`src/design/vmfs_pkg.sv`:
```
// Constants, field layouts and helpers shared by the video memory fetch sequencer.
// Assumes a single 25 MHz core clock and a synchronous active-low reset.
`default_nettype none
package vmfs_pkg;
  // Bus and buffer sizes.
  localparam int ADDR_W      = 16;
  localparam int DATA_W      = 16;
  localparam int NARROW_W    = 8;
  localparam int FIFO_DEPTH  = 4;
  localparam int BUF_DEPTH   = 2;
  localparam int ENTRY_W     = DATA_W + 1;
  // Access slots per instruction cycle and clocks per instruction cycle.
  localparam int SLOTS_PER_INSTR = 3;
  localparam int INSTR_CLKS      = 5;
  localparam logic [2:0] IC_LAST    = 3'(INSTR_CLKS - 1);
  localparam logic [2:0] SLOT_LIMIT = 3'(SLOTS_PER_INSTR);
  localparam logic [2:0] FIFO_FULL_OCC = 3'(FIFO_DEPTH);
  // Timing chain indices.
  localparam logic [3:0] TC_HLEN       = 4'h0;
  localparam logic [3:0] TC_HDISP      = 4'h1;
  localparam logic [3:0] TC_HSYNC_BEG  = 4'h2;
  localparam logic [3:0] TC_HSYNC_END  = 4'h3;
  localparam logic [3:0] TC_CHAR_HGT   = 4'h4;
  localparam logic [3:0] TC_DISP_ROWS  = 4'h6;
  localparam logic [3:0] TC_STATUS_ROW = 4'h8;
  // Field positions inside the character height entry.
  localparam int CSH_MSB = 7;
  localparam int CSH_LSB = 4;
  localparam int ES_MSB  = 3;
  localparam int ES_LSB  = 0;
  // Pointer selects.
  localparam logic [2:0] PTR_HOME   = 3'h0;
  localparam logic [2:0] PTR_WBEG   = 3'h1;
  localparam logic [2:0] PTR_WEND   = 3'h2;
  localparam logic [2:0] PTR_CURSOR = 3'h3;
  localparam logic [2:0] PTR_STATUS = 3'h4;
  // System control bits.
  localparam int SCR_MUX_BIT   = 4;
  localparam int SCR_TABLE_BIT = 5;
  // Reset values.
  localparam logic [15:0] RST_PTR   = 16'h0000;
  localparam logic [6:0]  RST_HLEN  = 7'h4f;
  localparam logic [6:0]  RST_HDISP = 7'h3f;
  localparam logic [6:0]  RST_HSB   = 7'h44;
  localparam logic [6:0]  RST_HSE   = 7'h4a;
  localparam logic [3:0]  RST_CSH   = 4'h9;
  localparam logic [3:0]  RST_ES    = 4'h9;
  localparam logic [4:0]  RST_ROWS  = 5'h17;
  localparam logic [4:0]  RST_SRB   = 5'h1f;
  localparam logic [7:0]  RST_SCR   = 8'h00;

  typedef enum logic [2:0] {
    FS_IDLE  = 3'b001,
    FS_FETCH = 3'b010,
    FS_DONE  = 3'b100
  } vmfs_fetch_e;

  // Next sequential address, jumping to the wrap start when the wrap end is reached.
  function automatic logic [15:0] vmfs_next_addr(input logic [15:0] a,
                                                 input logic [15:0] wend,
                                                 input logic [15:0] wbeg);
    logic [15:0] n;
    n = 16'(a + 16'h0001);
    return (n == wend) ? wbeg : n;
  endfunction
endpackage
`default_nettype wire

```
`src/design/vmfs_fifo.sv`:
```
// Small synchronous FIFO with valid and ready on both sides.
// Assumes one clock and a synchronous active-low reset.
`timescale 1ns/1ps
`default_nettype none
module vmfs_fifo #(
  parameter int W     = 17,
  parameter int DEPTH = 4
) (
  // Clock and reset.
  input  wire logic                         clk,
  input  wire logic                         rstn,
  // Fill side.
  input  wire logic                         in_valid,
  input  wire logic [W-1:0]                 in_data,
  output logic                              in_ready,
  // Drain side.
  output logic                              out_valid,
  output logic [W-1:0]                      out_data,
  input  wire logic                         out_ready,
  // Occupancy.
  output logic [$clog2(DEPTH+1)-1:0]        count
);
  localparam int PW = (DEPTH > 1) ? $clog2(DEPTH) : 1;
  localparam int CW = $clog2(DEPTH + 1);
  localparam logic [PW-1:0] P_LAST = PW'(DEPTH - 1);
  localparam logic [CW-1:0] C_FULL = CW'(DEPTH);

  logic [W-1:0]  mem_q [DEPTH];
  logic [PW-1:0] wr_q;
  logic [PW-1:0] rd_q;
  logic [CW-1:0] cnt_q;
  wire           push = in_valid && in_ready;
  wire           pop  = out_valid && out_ready;

  assign in_ready  = (cnt_q != C_FULL);
  assign out_valid = (cnt_q != '0);
  assign out_data  = mem_q[rd_q];
  assign count     = cnt_q;

  always_ff @(posedge clk)
  begin
    if (!rstn)
    begin
      wr_q  <= '0;
      rd_q  <= '0;
      cnt_q <= '0;
    end
    else
    begin
      if (push)
      begin
        mem_q[wr_q] <= in_data;
        wr_q        <= (wr_q == P_LAST) ? '0 : PW'(wr_q + 1'b1);
      end
      if (pop)
        rd_q <= (rd_q == P_LAST) ? '0 : PW'(rd_q + 1'b1);
      if (push && !pop)
        cnt_q <= CW'(cnt_q + 1'b1);
      else if (pop && !push)
        cnt_q <= CW'(cnt_q - 1'b1);
    end
  end
endmodule
`default_nettype wire

```
`src/design/vmfs_sequencer.sv`:
```
// Video memory fetch sequencer: slot arbiter, display fetch engine, pointers and timing fields.
// Assumes external video memory returns read data within the same clock as the address cycle.
// What this block does
// (RQ1) At most three memory accesses per instruction cycle.
// (RQ2) Drive a 16-bit video memory address.
// (RQ3) Data words 8 bits, or 16 with attributes.
// (RQ4) System control bit 4 selects bus multiplexing.
// (RQ5) Display fetch wins slots; CPU takes leftovers.
// (RQ6) CPU waits while no slot is granted.
// (RQ7) Four-entry display FIFO kept filled ahead.
// (RQ8) 16-bit pointers move whole through accumulator pair.
// (RQ9) System control bit 5 selects sequential or lookup.
// (RQ10) Pointer access kinds per register as listed.
// (RQ11) Field starts at display start, then consecutive.
// (RQ12) Reaching wrap end reloads from wrap start.
// (RQ13) Software sets wrap end last plus one.
// (RQ14) Flag fetched character matching the cursor pointer.
// (RQ15) Status row reloads fetch address from status pointer; in table mode the code reloads every row from the home pointer instead.
// (RQ16) Seven-bit sync end position, software loads count+2.
// (RQ17) Sync toggles at begin and end positions.
// (RQ18) Four-bit character height, lines minus one.
// (RQ19) Extra scans minus one; equal height adds none.
// (RQ20) Five-bit status row begin, position minus one.
// (RQ21) Row end updates row start, raises row event.
// (RQ22) Request next fetch whenever FIFO has room.
`timescale 1ns/1ps
`default_nettype none
module vmfs_sequencer
  import vmfs_pkg::*;
(
  // Clock and reset.
  input  wire logic                core_clk,
  input  wire logic                rstn,
  // System control register write.
  input  wire logic                scr_wr,
  input  wire logic [7:0]          scr_data,
  input  wire logic                attr_ext_en,
  // Pointer access through the accumulator pair.
  input  wire logic                ptr_wr,
  input  wire logic                ptr_rd,
  input  wire logic                cursor_inc,
  input  wire logic                cursor_dec,
  input  wire logic [2:0]          ptr_sel,
  input  wire logic [7:0]          high_accumulator,
  input  wire logic [7:0]          accumulator,
  output logic [15:0]              ptr_rdata,
  // Timing chain write.
  input  wire logic                tc_wr,
  input  wire logic [3:0]          timing_chain_index,
  input  wire logic [7:0]          tc_data,
  // CPU video memory request.
  input  wire logic                cpu_req,
  input  wire logic                cpu_we,
  input  wire logic [15:0]         cpu_addr,
  input  wire logic [15:0]         cpu_wdata,
  output logic                     cpu_wait,
  output logic                     cpu_ack,
  output logic [15:0]              cpu_rdata,
  // Video memory bus.
  output logic [15:0]              mem_addr,
  output logic                     mem_rd,
  output logic                     mem_wr,
  output logic [15:0]              mem_wdata,
  input  wire logic [15:0]         mem_rdata,
  output logic                     mem_wide,
  output logic                     mem_mux_mode,
  // Video controller side.
  input  wire logic                field_start,
  output logic                     vid_valid,
  output logic [15:0]              vid_data,
  output logic                     vid_cursor,
  input  wire logic                vid_ready,
  output logic                     row_end_event,
  // Horizontal and vertical timing outputs.
  output logic                     hsync,
  output logic [3:0]               scan_line,
  output logic [4:0]               extra_scans
);
  logic [7:0]  scr_q;
  logic [15:0] home_q, wbeg_q, wend_q, cursor_q, status_q, row_start_q, fetch_ptr_q;
  logic [6:0]  hlen_q, hdisp_q, hsb_q, hse_q, h_cnt_q, chr_cnt_q;
  logic [3:0]  csh_q, es_q, scan_cnt_q, scan_line_q;
  logic [4:0]  rows_q, srb_q, row_cnt_q, extra_q;
  logic [2:0]  ic_q;
  logic [15:0] ptr_rdata_q, cpu_rdata_q, mem_addr_q, mem_wdata_q;
  logic        mem_rd_q, mem_wr_q, pend_fetch_q, pend_cur_q, pend_cpu_q, cpu_ack_q;
  logic        hsync_q, row_end_q;
  vmfs_fetch_e state_q;

  // Decoding.
  wire [15:0] acc_pair   = {high_accumulator, accumulator}; // RQ8
  wire        table_mode = scr_q[SCR_TABLE_BIT]; // RQ9
  wire        slot_open  = (ic_q < SLOT_LIMIT); // RQ1
  wire [2:0]  fifo_count;
  wire        fifo_in_ready;
  wire [2:0]  occupancy  = 3'(fifo_count + {2'b00, pend_fetch_q});
  wire        fifo_room  = (occupancy < FIFO_FULL_OCC) && fifo_in_ready; // RQ7
  wire        fetch_want = (state_q == FS_FETCH) && fifo_room && !field_start; // RQ22
  wire        fetch_gnt  = slot_open && fetch_want; // RQ5
  wire        cpu_gnt    = slot_open && !fetch_want && cpu_req; // RQ5
  wire        last_chr   = (chr_cnt_q == hdisp_q);
  wire        last_scan  = (scan_cnt_q == csh_q); // RQ18
  wire        last_row   = (row_cnt_q == rows_q);
  wire        row_done   = fetch_gnt && last_chr && last_scan;
  wire [15:0] seq_next   = vmfs_next_addr(fetch_ptr_q, wend_q, wbeg_q); // RQ12
  wire [15:0] row_next   = table_mode ? home_q :
                           (row_cnt_q == srb_q) ? status_q : seq_next; // RQ15
  wire        cursor_hit = (fetch_ptr_q == cursor_q); // RQ14
  wire [15:0] rd_word    = attr_ext_en ? mem_rdata : {8'h00, mem_rdata[7:0]}; // RQ3
  wire        h_last     = (h_cnt_q == hlen_q);
  wire [ENTRY_W-1:0] buf_in_data;
  wire [ENTRY_W-1:0] buf_out_data;
  wire        buf_in_valid, buf_in_ready;

  assign cpu_wait      = cpu_req && !cpu_gnt; // RQ6
  assign cpu_ack       = cpu_ack_q;
  assign cpu_rdata     = cpu_rdata_q;
  assign ptr_rdata     = ptr_rdata_q;
  assign mem_addr      = mem_addr_q; // RQ2
  assign mem_rd        = mem_rd_q;
  assign mem_wr        = mem_wr_q;
  assign mem_wdata     = mem_wdata_q;
  assign mem_wide      = attr_ext_en;
  assign mem_mux_mode  = scr_q[SCR_MUX_BIT]; // RQ4
  assign row_end_event = row_end_q;
  assign hsync         = hsync_q;
  assign scan_line     = scan_line_q;
  assign extra_scans   = extra_q;
  assign vid_data      = buf_out_data[DATA_W-1:0];
  assign vid_cursor    = buf_out_data[DATA_W];

  // Instruction cycle slot counter.
  always_ff @(posedge core_clk)
  begin
    if (!rstn)
      ic_q <= '0;
    else
      ic_q <= (ic_q == IC_LAST) ? 3'h0 : 3'(ic_q + 3'h1);
  end

  // Control and pointer registers.
  always_ff @(posedge core_clk)
  begin
    if (!rstn)
    begin
      scr_q <= RST_SCR;
      home_q <= RST_PTR;
      wbeg_q <= RST_PTR;
      wend_q <= RST_PTR;
      cursor_q <= RST_PTR;
      status_q <= RST_PTR;
      ptr_rdata_q <= RST_PTR;
    end
    else
    begin
      if (scr_wr)
        scr_q <= scr_data;
      if (ptr_wr)
      begin
        case (ptr_sel)
          PTR_HOME:   home_q <= acc_pair; // RQ10
          PTR_WBEG:   wbeg_q <= acc_pair;
          PTR_WEND:   wend_q <= acc_pair;
          PTR_CURSOR: cursor_q <= acc_pair;
          PTR_STATUS: status_q <= acc_pair;
          default:    ;
        endcase
      end
      else if (cursor_inc)
        cursor_q <= 16'(cursor_q + 16'h0001); // RQ10
      else if (cursor_dec)
        cursor_q <= 16'(cursor_q - 16'h0001);
      if (ptr_rd)
        ptr_rdata_q <= (ptr_sel == PTR_HOME) ? home_q :
                       (ptr_sel == PTR_CURSOR) ? cursor_q : 16'h0000; // RQ10
    end
  end

  // Timing chain fields.
  always_ff @(posedge core_clk)
  begin
    if (!rstn)
    begin
      hlen_q <= RST_HLEN;
      hdisp_q <= RST_HDISP;
      hsb_q <= RST_HSB;
      hse_q <= RST_HSE;
      csh_q <= RST_CSH;
      es_q <= RST_ES;
      rows_q <= RST_ROWS;
      srb_q <= RST_SRB;
    end
    else if (tc_wr)
    begin
      case (timing_chain_index)
        TC_HLEN:       hlen_q <= tc_data[6:0];
        TC_HDISP:      hdisp_q <= tc_data[6:0];
        TC_HSYNC_BEG:  hsb_q <= tc_data[6:0];
        TC_HSYNC_END:  hse_q <= tc_data[6:0]; // RQ16
        TC_CHAR_HGT:
        begin
          csh_q <= tc_data[CSH_MSB:CSH_LSB]; // RQ18
          es_q  <= tc_data[ES_MSB:ES_LSB]; // RQ19
        end
        TC_DISP_ROWS:  rows_q <= tc_data[4:0];
        TC_STATUS_ROW: srb_q <= tc_data[4:0]; // RQ20
        default:       ;
      endcase
    end
  end

  // Horizontal counter, sync and scan line count.
  always_ff @(posedge core_clk)
  begin
    if (!rstn)
    begin
      h_cnt_q <= '0;
      hsync_q <= 1'b1;
      scan_line_q <= '0;
      extra_q <= '0;
    end
    else
    begin
      h_cnt_q <= h_last ? 7'h00 : 7'(h_cnt_q + 7'h01);
      if (h_cnt_q == hsb_q)
        hsync_q <= 1'b0; // RQ17
      else if (h_cnt_q == hse_q)
        hsync_q <= 1'b1; // RQ16
      if (field_start)
        scan_line_q <= '0;
      else if (h_last)
        scan_line_q <= (scan_line_q == csh_q) ? 4'h0 : 4'(scan_line_q + 4'h1);
      extra_q <= (es_q == csh_q) ? 5'h00 : 5'({1'b0, es_q} + 5'h01); // RQ19
    end
  end

  // Display fetch engine.
  always_ff @(posedge core_clk)
  begin
    if (!rstn)
    begin
      state_q <= FS_IDLE;
      fetch_ptr_q <= RST_PTR;
      row_start_q <= RST_PTR;
      chr_cnt_q <= '0;
      scan_cnt_q <= '0;
      row_cnt_q <= '0;
      row_end_q <= 1'b0;
    end
    else
    begin
      row_end_q <= row_done; // RQ21
      if (field_start)
      begin
        state_q <= FS_FETCH;
        fetch_ptr_q <= home_q; // RQ11
        row_start_q <= home_q;
        chr_cnt_q <= '0;
        scan_cnt_q <= '0;
        row_cnt_q <= '0;
      end
      else if (fetch_gnt)
      begin
        if (!last_chr)
        begin
          chr_cnt_q <= 7'(chr_cnt_q + 7'h01);
          fetch_ptr_q <= seq_next; // RQ11
        end
        else if (!last_scan)
        begin
          chr_cnt_q <= '0;
          scan_cnt_q <= 4'(scan_cnt_q + 4'h1);
          fetch_ptr_q <= row_start_q;
        end
        else
        begin
          chr_cnt_q <= '0;
          scan_cnt_q <= '0;
          row_cnt_q <= 5'(row_cnt_q + 5'h01);
          row_start_q <= row_next; // RQ21
          fetch_ptr_q <= row_next; // RQ15
          if (last_row)
            state_q <= FS_DONE;
        end
      end
      else
      begin
        case (state_q)
          FS_IDLE, FS_FETCH, FS_DONE: state_q <= state_q;
          default:                    state_q <= FS_IDLE;
        endcase
      end
    end
  end

  // Memory cycle stage and CPU answer.
  always_ff @(posedge core_clk)
  begin
    if (!rstn)
    begin
      mem_addr_q <= '0;
      mem_wdata_q <= '0;
      mem_rd_q <= 1'b0;
      mem_wr_q <= 1'b0;
      pend_fetch_q <= 1'b0;
      pend_cur_q <= 1'b0;
      pend_cpu_q <= 1'b0;
      cpu_ack_q <= 1'b0;
      cpu_rdata_q <= '0;
    end
    else
    begin
      mem_addr_q <= fetch_gnt ? fetch_ptr_q : cpu_addr; // RQ2
      mem_wdata_q <= cpu_wdata;
      mem_rd_q <= fetch_gnt || (cpu_gnt && !cpu_we);
      mem_wr_q <= cpu_gnt && cpu_we;
      pend_fetch_q <= fetch_gnt;
      pend_cur_q <= fetch_gnt && cursor_hit; // RQ14
      pend_cpu_q <= cpu_gnt;
      cpu_ack_q <= pend_cpu_q;
      if (pend_cpu_q && mem_rd_q)
        cpu_rdata_q <= rd_word;
    end
  end

  // Display FIFO followed by the two-entry output buffer.
  vmfs_fifo #(
    .W     (ENTRY_W),
    .DEPTH (FIFO_DEPTH)
  ) u_disp_fifo (
    .clk       (core_clk),
    .rstn      (rstn),
    .in_valid  (pend_fetch_q),
    .in_data   ({pend_cur_q, rd_word}),
    .in_ready  (fifo_in_ready),
    .out_valid (buf_in_valid),
    .out_data  (buf_in_data),
    .out_ready (buf_in_ready),
    .count     (fifo_count)
  );

  vmfs_fifo #(
    .W     (ENTRY_W),
    .DEPTH (BUF_DEPTH)
  ) u_out_buf (
    .clk       (core_clk),
    .rstn      (rstn),
    .in_valid  (buf_in_valid),
    .in_data   (buf_in_data),
    .in_ready  (buf_in_ready),
    .out_valid (vid_valid),
    .out_data  (buf_out_data),
    .out_ready (vid_ready),
    .count     ()
  );

  // Accesses counted per instruction cycle for checking.
  logic [2:0] acc_cnt_q;
  always_ff @(posedge core_clk)
  begin
    if (!rstn || ic_q == 3'h0)
      acc_cnt_q <= {2'b00, (fetch_gnt || cpu_gnt)};
    else
      acc_cnt_q <= 3'(acc_cnt_q + {2'b00, (fetch_gnt || cpu_gnt)});
  end

  property p_slot_limit;
    @(posedge core_clk) disable iff (!rstn) acc_cnt_q <= 3'h3;
  endproperty
  a_slot_limit: assert property (p_slot_limit) else $error("too many accesses"); // RQ1

  property p_fetch_first;
    @(posedge core_clk) disable iff (!rstn)
      (fetch_want && slot_open && cpu_req) |=> (mem_rd_q && !mem_wr_q && !pend_cpu_q);
  endproperty
  a_fetch_first: assert property (p_fetch_first) else $error("cpu beat fetch"); // RQ5

  property p_cpu_wait;
    @(posedge core_clk) disable iff (!rstn)
      (cpu_req && !slot_open) |-> cpu_wait;
  endproperty
  a_cpu_wait: assert property (p_cpu_wait) else $error("cpu not held"); // RQ6

  property p_occupancy;
    @(posedge core_clk) disable iff (!rstn) occupancy <= FIFO_FULL_OCC;
  endproperty
  a_occupancy: assert property (p_occupancy) else $error("fifo overrun"); // RQ7

  property p_field_home;
    @(posedge core_clk) disable iff (!rstn)
      field_start |=> (fetch_ptr_q == $past(home_q)) && (state_q == FS_FETCH);
  endproperty
  a_field_home: assert property (p_field_home) else $error("field not at home"); // RQ11

  property p_wrap;
    @(posedge core_clk) disable iff (!rstn)
      (fetch_gnt && !last_chr && !field_start && 16'(fetch_ptr_q + 16'h0001) == wend_q)
      |=> fetch_ptr_q == $past(wbeg_q);
  endproperty
  a_wrap: assert property (p_wrap) else $error("no wrap"); // RQ12

  property p_cursor;
    @(posedge core_clk) disable iff (!rstn)
      fetch_gnt |=> pend_cur_q == ($past(fetch_ptr_q) == $past(cursor_q));
  endproperty
  a_cursor: assert property (p_cursor) else $error("cursor flag wrong"); // RQ14

  property p_status;
    @(posedge core_clk) disable iff (!rstn)
      (row_done && !field_start && !table_mode && row_cnt_q == srb_q)
      |=> (fetch_ptr_q == $past(status_q)) && (row_start_q == $past(status_q));
  endproperty
  a_status: assert property (p_status) else $error("status jump missed"); // RQ15

  property p_hsync;
    @(posedge core_clk) disable iff (!rstn)
      (h_cnt_q == hse_q && h_cnt_q != hsb_q) |=> hsync_q;
  endproperty
  a_hsync: assert property (p_hsync) else $error("sync end missed"); // RQ17

  property p_request;
    @(posedge core_clk) disable iff (!rstn)
      (state_q == FS_FETCH && fifo_room && slot_open && !field_start)
      |=> mem_rd_q && pend_fetch_q;
  endproperty
  a_request: assert property (p_request) else $error("fetch not requested"); // RQ22
endmodule
`default_nettype wire

```
`config.mk`:
```
export PLATFORM = sky130hd
export DESIGN_NAME = vmfs_sequencer
export DESIGN_NICKNAME = d
export VERILOG_FILES = /design/src/design/vmfs_pkg.sv /design/src/design/vmfs_fifo.sv /design/src/design/vmfs_sequencer.sv
export SDC_FILE = /design/constraint.sdc
export NUM_CORES = 1
export LEC_CHECK = 0
export ABC_AREA = 1
export CORE_AREA = 4 4 187 225
export CTS_BUF_LIST = sky130_fd_sc_hd__clkbuf_8
export DETAILED_ROUTE_END_ITERATION = 12
export DIE_AREA = 0 0 191 229
export DONT_BUFFER_PORTS = 1
export PLACE_DENSITY_LB_ADDON = 0.25
export SYNTH_ARGS = -nofsm -noshare
export SYNTH_HDL_FRONTEND = slang
export SYNTH_SLANG_ARGS = --single-unit
```
`constraint.sdc`:
```
create_clock -name core_clk -period 2.65 [get_ports core_clk]
set_input_delay 0.6625 -clock core_clk [delete_from_list [all_inputs] [get_ports core_clk]]
set_output_delay 0.6625 -clock core_clk [all_outputs]
set_load 0.05 [all_outputs]
```
After elaboration in Yosys (flattened, before gate mapping)
Memory sizes are Yosys's and may differ from the RTL's. A register that Yosys moved wholly into a read port is not among the register bits.
Cells that the tools add are included.
{"block": "op_classes", "order_cmp": 2, "n_eq_ne": 38, "n_shift": 0, "addsub": 19, "bitwise_logic": 1, "muxes": 47, "reduce_logical": 60, "mul": 0, "div": 0}
{"operator": "16-bit 2-to-1 mux", "n": 18}
{"operator": "16-bit by 1-bit adder with 16-bit output (second input constant)", "n": 2}
{"operator": "16-bit == test", "n": 2}
{"operator": "7-bit == test", "n": 4}
{"operator": "2-bit AND reduction", "n": 14}
{"operator": "3-bit 2-to-1 mux", "n": 7}
{"operator": "1-bit logical AND", "n": 20}
{"operator": "16-bit by 1-bit subtractor with 16-bit output (second input constant)", "n": 1}
{"operator": "7-bit by 1-bit adder with 7-bit output (second input constant)", "n": 2}
{"operator": "2-bit 2-to-1 mux", "n": 7}
{"operator": "4-bit == test", "n": 3}
{"operator": "1-bit 2-to-1 mux", "n": 12}
{"operator": "2-bit nonzero test", "n": 6}
{"operator": "5-bit == test", "n": 2}
{"operator": "3-bit by 2-bit == test with 1-bit output (second input constant)", "n": 3}
{"operator": "3-bit == test (second input constant)", "n": 3}
{"operator": "3-bit by 2-bit != test with 1-bit output (second input constant)", "n": 3}
{"operator": "4-bit by 1-bit adder with 4-bit output (second input constant)", "n": 2}
{"operator": "4-bit by 2-bit == test with 1-bit output (second input constant)", "n": 2}
{"operator": "4-bit by 3-bit == test with 1-bit output (second input constant)", "n": 2}
{"operator": "4-bit 2-to-1 mux", "n": 2}
{"operator": "2-bit by 1-bit != test with 1-bit output (second input constant)", "n": 4}
{"operator": "4-bit AND reduction", "n": 2}
{"operator": "2-bit OR reduction", "n": 4}
{"operator": "other kinds (25)", "n": 40}
{"block": "totals", "memories": 2, "register_bits": 285, "ram_bits": 102, "latch_bits": 0, "romBits": 0, "input_bits": 100}
{"name": "u_disp_fifo.mem_q", "words": 4, "word_bits": 17, "read_ports": 1, "rd_ports_with_merged_regs": 1, "wr": 1, "line": "vmfs_fifo.sv:28", "source": "logic [W-1:0] mem_q [DEPTH];"}
{"name": "u_out_buf.mem_q", "words": 2, "word_bits": 17, "read_ports": 1, "rd_ports_with_merged_regs": 1, "wr": 1, "line": "vmfs_fifo.sv:28"}

Logic depth before layout (Yosys ltp)
Gate-level depths: netlist of the first run.
{"block": "logic_depth", "word_depth": 10, "mapped_depth": 19, "mapped_depth_nobuf": 19}

Cells and area by module
Synthesis of the first run repeated with hierarchy kept, for this count alone.
{"block": "hier_totals", "cells_unflattened": 2190, "hier_area_um2": 17833.4}
{"mod": "vmfs_sequencer", "area_per_inst_um2": 13213.9, "n_inst": 1, "seq_area_each_um2": 5405.2, "cells_each": 1864}
{"mod": "vmfs_fifo (u_disp_fifo)", "area_per_inst_um2": 3088.0, "n_inst": 1, "seq_area_each_um2": 2222.1, "cells_each": 235}
{"mod": "vmfs_fifo (u_out_buf)", "area_per_inst_um2": 1531.5, "n_inst": 1, "seq_area_each_um2": 1121.1, "cells_each": 91}

Least setup slack after synthesis of the first run
OpenSTA, ideal clock, no wires.
{"block": "synth_timing", "path_kind": "in2reg", "start": "input rstn", "end": "memory u_out_buf.mem_q[1][0], enable pin", "setup_time_ns": 0.412, "cell_stages": 4, "arrival_time_ns": 2.403, "path_slack_ns": -0.166, "path_cell_list": "clkbuf_1 -> inv_1 -> clkbuf_1 -> nor3_1"}
{"block": "synth_via", "elab_chain_len": 2}
{"element": "from (decl)", "line": "vmfs_sequencer.sv:33", "source": "input wire logic rstn,"}
{"element": "1-bit 2-to-1 mux", "line": "vmfs_fifo.sv:42", "source": "if (!rstn)"}
{"element": "1-bit 2-to-1 mux (not written as such)", "line": "vmfs_fifo.sv:52", "source": "mem_q[wr_q] <= in_data;"}
{"element": "to (decl)", "line": "vmfs_fifo.sv:28"}
Every way passes these cells.

Worst setup path after layout of the first run
{"block": "layout_timing", "start": "register state_q[0]", "end": "output cpu_wait"}
{"block": "layout_via", "elab_chain_len": 8}
{"element": "from (decl)", "line": "vmfs_sequencer.sv:88", "source": "vmfs_fetch_e state_q;"}
{"element": "from (signal assigned)", "line": "vmfs_sequencer.sv:289", "source": "FS_IDLE, FS_FETCH, FS_DONE: state_q <= state_q;"}
{"element": "3-bit by 2-bit == test with 1-bit output", "line": "vmfs_sequencer.sv:98", "source": "wire fetch_want = (state_q == FS_FETCH) && fifo_room && !field_start;"}
{"element": "1-bit logical AND (2 in a row)", "line": "vmfs_sequencer.sv:98"}
{"element": "1-bit logical NOT", "line": "vmfs_sequencer.sv:100", "source": "wire cpu_gnt = slot_open && !fetch_want && cpu_req;"}
{"element": "1-bit logical AND (2 in a row)", "line": "vmfs_sequencer.sv:100"}
{"element": "1-bit logical NOT", "line": "vmfs_sequencer.sv:115", "source": "assign cpu_wait = cpu_req && !cpu_gnt;"}
{"element": "1-bit logical AND", "line": "vmfs_sequencer.sv:115"}
{"element": "to (decl)", "line": "vmfs_sequencer.sv:56", "source": "output logic cpu_wait,"}
Every way passes these cells.

==> results of run 1 <==
[timing repair]
item | 4_1_cts | 5_1_grt
pin swaps | 0 | 9
cloned | 0 | 1
hold endpoints to repair | 0 | 0
gates resized for setup | 1 | 33
setup endpoints to repair | 1 | 32
buffers inserted | 0 | 3
[final cells by class]
cell class / count / area, um^2
Clock buffer: 78 / 1070
Clock inverter: 41 / 245
Fill cell: 3751 / 19700
Inverter: 243 / 912
Multi-Input combinational cell: 1461 / 7770
Sequential cell: 386 / 8770
Tap cell: 533 / 667
Timing Repair Buffer: 81 / 643
[Yosys cell counts (all sizes together), types with 19 or more instances]
cell | count | area share, %
o22ai | 20 | 0.70
o21ai | 214 | 6.0
ha | 30 | 2.1
nand2 | 421 | 9.2
nand3 | 115 | 3.5
dfxtp | 284 | 32
nor3 | 19 | 0.54
clkbuf | 78 | 1.6
xor2 | 48 | 2.4
inv | 243 | 5.1
nand4 | 32 | 1.6
a21oi | 201 | 5.8
nor2 | 241 | 5.6
xnor2 | 27 | 1.3
edfxtp | 102 | 17
[report_power, final]
| group | leakage, uW | switching, uW | internal [uW] |
|---|---|---|---|
| combinational | 0.00459 | 1690 | 745 |
| sequential | 0.00326 | 403 | 6500 |
| clock | 0.000743 | 2420 | 2890 |
| total | 0.00859 | 4510 | 10100 |
[kinds of logic (layout without fill, tap and decap cells)]
kind of cell / count (synthesis) / count (layout) / share of synthesized area [%]
XOR/XNOR: 76 / 76 / 3.82
multiplexers: 17 / 17 / 1.08
buffers and inverters: 338 / 443 / 7.48
AO/OA/AOI/OAI: 483 / 483 / 14.7
adder cells (fa/ha/maj): 32 / 32 / 2.34
flip-flops: 386 / 386 / 49.2
AND/OR/NAND/NOR: 852 / 853 / 21.3
[registers in the layout, summed over array words and instances (netlist names), 7 cells and up, named ones only]
name	cells
mem_wdata	16
wend_q	16
hsb_q	7
h_cnt_q	7
hdisp_q	7
u_out_buf.mem_q	34
cursor_q	16
hse_q	7
status_q	16
hlen_q	7
wbeg_q	16
ptr_rdata	16
chr_cnt_q	7
fetch_ptr_q	16
home_q	16
row_start_q	16
cpu_rdata	16
mem_addr	16
u_disp_fifo.mem_q	68
[stage by stage]
step / util [%] / total power (uW) / hold slack (ps) / setup WS (ps) / cells
6_report: 50.5 / 14600 / 139 / 91.9 / 2823
5_1_grt: 50.5 / 15400 / 98.2 / -17.1 / 2823
4_1_cts: 50.2 / 14800 / 83.3 / 40.6 / 2819
3_3_place_gp: 46.9 / 9380 / 427 / -92.2 / 2700
3_5_place_dp: 46.9 / 9450 / 424 / -85.1 / 2700
2_1_floorplan: - / 8880 / 414 / -47.4 / 2184
[routing by layer]
| metal | share of wire, % | wire length (um) | global-route usage (%) | up-vias |
|---|---|---|---|---|
| met3 | 7.4 | 3710 | 4.72 | 102 |
| met1 | 42 | 21000 | 28.4 | 6999 |
| met4 | 2.9 | 1460 | 8.76 | 0 |
| li1 | - | - | - | 7366 |
| met5 | 0 | 0 | 0 | - |
| met2 | 48 | 24200 | 37.5 | 503 |
[worst paths after layout]
path,to,cells after the start
hold reg to reg,cpu_ack,2
setup / recovery,cpu_wait,7
setup reg to reg,row_start_q[13],17
hold / removal,u_disp_fifo.mem_q[3][7],0
[worst max-delay path, delay by kind of cell (launching register included)]
family / cells / cell delay, ps
compound gates: 2 / 330
buf+inv: 2 / 280
flops: 1 / 320
simple gates: 3 / 350
==> flow_metrics.py, run 1 <==
metrics = {
    "status": {
        "status": "finished, final reports clean",
    },
    "setup_path": {
        "crit_chain": "nor2_1 -> inv_1 -> nor2_2 -> o211a_1 -> nand2_1 -> a21oi_2 -> buf_4",
        "slowest_delay_ps": 320,
        "critPathKind": "reg -> out",
        "cp-start-kind": "register",
        "crit_slowest_cell": "dfxtp_1",
        "critPathArrivalTime_ps": 1900,
        "path_max_fanout": 3,
        "end_kind": "output pin",
        "timing.rr.start": "fetch_ptr_q[1]",
        "r2r_setup_slack_ps": 210,
        "required_ps": 1990,
        "crit_start": "state_q[0]",
    },
    "sta": {
        "hold_viol": 0,
        "period_share_pct": 96.5,
        "finalSetupTns_ps": 0,
        "clock_skew_ps": 27.1,
        "setup-violations-final": 0,
        "finalMaxSlewViolations": 0,
        "worst_slew_pin_slew_ps": 867,
        "rsz0062_at_grt": "true",
        "min_period_ps": 2560,
        "max_freq_mhz": 391,
        "maxSlewHeadroom_pct": 42.1,
    },
    "global_route": {
        "first_global_vias": 14500,
        "grt_max_degree": 189,
        "antenna_found_initial": 0,
        "grt_pass1_wl_um": 78200,
        "overflow": 0,
        "gr-usage-all-layers_pct": 22.4,
    },
    "synthesis": {
        "synth_fp_nets": 2316,
        "postSynthAreaPerCell_um2": 8.14,
        "synth-seq-area-share_pct": 49.2,
        "synth-edff-count": 102,
        "ys_types": 53,
        "synth_top_flop_cell": "dfxtp_1",
        "ys_ff_latch": 386,
        "syn_area_um2": 17800,
        "synth-async-reset-ratio_pct": 0,
        "yosys_warnings": 0,
        "netlist_instances": 2184,
    },
    "floorplanning": {
        "core-area_um2": 39700,
        "die_w_um": 191,
        "num_rows": 80,
        "start_util_pct": 44.7,
        "die-area_um2": 43700,
        "ios": 199,
        "dieHeight_um": 229,
    },
    "clocking": {
        "postCtsHoldBufs": 0,
        "h-tree-depth": 3,
        "cts_max_path_buffers": 3,
        "path_clk_slew_ps": 60,
        "cts_made_buffers": 66,
        "cts_tree": "built",
        "cts_sinks": 386,
        "insertion_delay_ps": 630,
        "cts_root_buffer": "clkbuf_8",
    },
    "cells_and_area": {
        "diodes": 0,
        "stdcell_area_um2": 20100,
        "syn_to_final_growth_pct": 13.0,
        "layout_common_cells": "395 x nand2_1, 278 x dfxtp_1, 259 x inv_1",
        "nets": 2371,
        "drive_gt1_share_pct": 12.7,
        "layout_commonest_cell": "nand2_1",
    },
    "detailed_routing": {
        "drc": 0,
        "vias": 15000,
        "wl_per_cell_um": 17.8,
        "postRouteAntennaNets": 0,
        "dr.pass1.iters": 5,
        "drt_iter0_markers": 922,
        "totalWireLength_um": 50400,
        "routed_via_density": 5.30,
    },
    "power_and_ir_drop": {
        "ir_worst_vdd_uv": 432,
        "p_leak_uw": 0.00859,
        "pwr_density_cell_nw_per_um2": 729,
    },
    "min_path": {
        "hold_class": "in -> reg",
        "min_from": "mem_rdata[7]",
    },
    "placement": {
        "io_buffers": 0,
        "dpl-instance-area_um2": 18600,
        "gp_congestion": 0.908,
        "dp_hpwl_um": 35400,
    },
    "job": {
        "drv_cap": 0,
    },
}
Power figures use the tool's default switching activity.
==> inputs of run 2 (changes only) <==
--- a/config.mk
+++ b/config.mk
@@ -11,7 +11,7 @@
 export DETAILED_ROUTE_END_ITERATION = 12
 export DIE_AREA = 0 0 191 229
 export DONT_BUFFER_PORTS = 1
-export PLACE_DENSITY_LB_ADDON = 0.25
+export PLACE_DENSITY = 0.65
 export SYNTH_ARGS = -nofsm -noshare
 export SYNTH_HDL_FRONTEND = slang
 export SYNTH_SLANG_ARGS = --single-unit
==> run 2 against run 1 <==
Compared with the run above:
- global-route usage is 0.38 points higher
- final area is 0.51% higher
- clock-buffer cell count is 1 lower
- die area stayed put
- critical endpoint is now fetch_ptr_q[15]
- largest power group unchanged
- highest routed layer unchanged
==> flow_metrics.py, run 2 (synthesis gave the netlist of run 1 again) <==
metrics = {
    "status": {
        "status": "finished, final reports clean",
    },
    "detailed_routing": {
        "vias": 15100,
        "routed_via_density": 5.34,
        "postRouteAntennaNets": 0,
        "totalWireLength_um": 52200,
        "dr.pass1.iters": 5,
        "drt_iter0_markers": 1298,
        "wl_per_cell_um": 18.5,
        "drc": 0,
    },
    "cells_and_area": {
        "syn_to_final_growth_pct": 13.6,
        "layout_common_cells": "403 x nand2_1, 274 x dfxtp_1, 247 x inv_1",
        "final_util_pct": 50.8,
        "nets": 2376,
        "layout_commonest_cell": "nand2_1",
        "drive_gt1_share_pct": 13.5,
        "largest_registers": "u_disp_fifo.mem_q: 68 flops, u_out_buf.mem_q: 34 flops",
        "fill_cells": 3765,
        "stdcell_count": 2828,
        "regMostFlops": "u_disp_fifo.mem_q",
        "largest_register_ffs": 68,
    },
    "floorplanning": {
        "core-area_um2": 39700,
        "ios": 199,
        "die_w_um": 191,
        "start_util_pct": 44.7,
        "dieHeight_um": 229,
        "die-area_um2": 43700,
        "num_rows": 80,
    },
    "placement": {
        "post-place-ws_ps": -92.2,
        "io_buffers": 0,
        "dp_hpwl_um": 37100,
        "gp_congestion": 0.936,
        "dpl.cell_count": 2707,
    },
    "global_route": {
        "antenna_found_initial": 0,
        "first_global_vias": 14300,
        "grt_max_degree": 189,
        "gr-usage-all-layers_pct": 22.8,
        "grt_pass1_wl_um": 79100,
        "overflow": 0,
    },
    "setup_path": {
        "path_max_fanout": 6,
        "worstPathBufferInverterCount": 1,
        "cp-start-kind": "register",
        "required_ps": 3220,
        "critPathKind": "reg -> reg",
        "crit_family": "simple AND/OR/NAND/NOR gates",
        "critPathArrivalTime_ps": 3160,
        "crit_chain": "ha_4 -> nand2_2 -> nor2_4 -> buf_4 -> nand3_1 -> xnor3_1 -> nand2_4 -> nor2_4 -> nand4_1 -> nand3_1 -> nand2_1 -> nand2_1 -> nand3_1 -> a21oi_1",
        "crit_path_frequent_cell": "nand3_1",
        "end_kind": "register",
        "crit_slowest_cell": "dfxtp_2",
        "slowest_delay_ps": 360,
    },
    "power_and_ir_drop": {
        "swShare_pct": 30.7,
        "p_sw_uw": 4550,
        "clkPwrFrac_pct": 36.6,
        "p_int_uw": 10300,
        "seq_power_share_pct": 46.6,
        "ir_worst_vdd_uv": 440,
        "p_leak_uw": 0.00865,
        "pwr_density_cell_nw_per_um2": 736,
        "comb_power_share_pct": 16.7,
    },
    "clocking": {
        "cts_tree": "built",
        "h-tree-depth": 2,
        "insertion_delay_ps": 650,
        "path_clk_slew_ps": 70,
        "cts_root_buffer": "clkbuf_8",
        "cts_max_path_buffers": 3,
        "cts_sinks": 386,
        "postCtsHoldBufs": 0,
        "cts_made_buffers": 59,
    },
    "sta": {
        "clock_skew_ps": 42.0,
        "max_freq_mhz": 387,
        "setup-violations-final": 0,
        "period_share_pct": 97.6,
        "finalMaxSlewViolations": 0,
        "hold_viol": 0,
        "worst_slew_pin_slew_ps": 835,
        "fin_ws_ps": 63.2,
        "min_period_ps": 2590,
        "maxSlewHeadroom_pct": 43.6,
    },
    "job": {
        "drv_cap": 0,
    },
    "min_path": {
        "hold_class": "in -> reg",
    },
}
[run 2: changes by cell type in the layout (fill, tap and decap cells not counted), sizes merged, moves of 2 or more]
cell      change
clkinvlp      -4
clkinv        +8
buf          +11
bufinv        +2
inv          -13
[run 2: per-layer routing]
layer | track usage, % | up-vias | part of all wire [%]
met3 | 5.83 | 139 | 8.3
met2 | 36.5 | 536 | 46
met5 | 0 | - | 0
li1 | - | 7377 | -
met4 | 11.5 | 0 | 5.6
met1 | 28.5 | 7041 | 40
[run 2: area by class of cell]
type                       count  area [um^2]  share of cell area, %
sequential                   386         8760                   43.4
antenna                        1         2.50                 0.0124
clock inverter                34          277                   1.37
tap                          533          667                   3.30
timing repair buffer          92          707                   3.50
clock buffer                  77         1060                   5.25
inverter                     243          912                   4.52
multi-input combinational   1462         7800                   38.6
[run 2: power by group through the flow]
stage | combinational, uW | clock [uW] | sequential (uW)
after floorplan | 1910 | 0 | 6970
after global placement | 2390 | 0 | 7030
after detailed placement | 2450 | 0 | 7050
after CTS | 2460 | 5570 | 6930
after global routing | 2710 | 5830 | 6950
final | 2480 | 5440 | 6930
[run 2: final timing paths]
path,startpoint,to,slack [ps],depth (start not counted)
worst max-delay path,fetch_ptr_q[0],fetch_ptr_q[15],60,14
worst max register to register,fetch_ptr_q[0],fetch_ptr_q[15],60,14
worst min register to register,pend_cpu_q,cpu_ack,430,2
worst min-delay path,cpu_wdata[0],mem_wdata[0],120,2
[run 2: repair_timing]
item / CTS / global route
resized for setup: 3 / 27
setup buffers: 0 / 7
cloned: 0 / 2
setup endpoints to repair: 12 / 34
pin swaps: 1 / 7
[run 2: stage by stage]
stage / total power, uW / hold slack (ps) / instance area [um^2] / TNS [ps]
global placement: 9420 / 419 / 18700 / -212
detailed placement: 9500 / 425 / 18700 / -270
CTS: 15000 / 78.0 / 20000 / 0
global route: 15500 / 85.3 / 20200 / -91.1
floorplan: 8880 / 414 / 17800 / -47.4
finish: 14800 / 118 / 20200 / 0
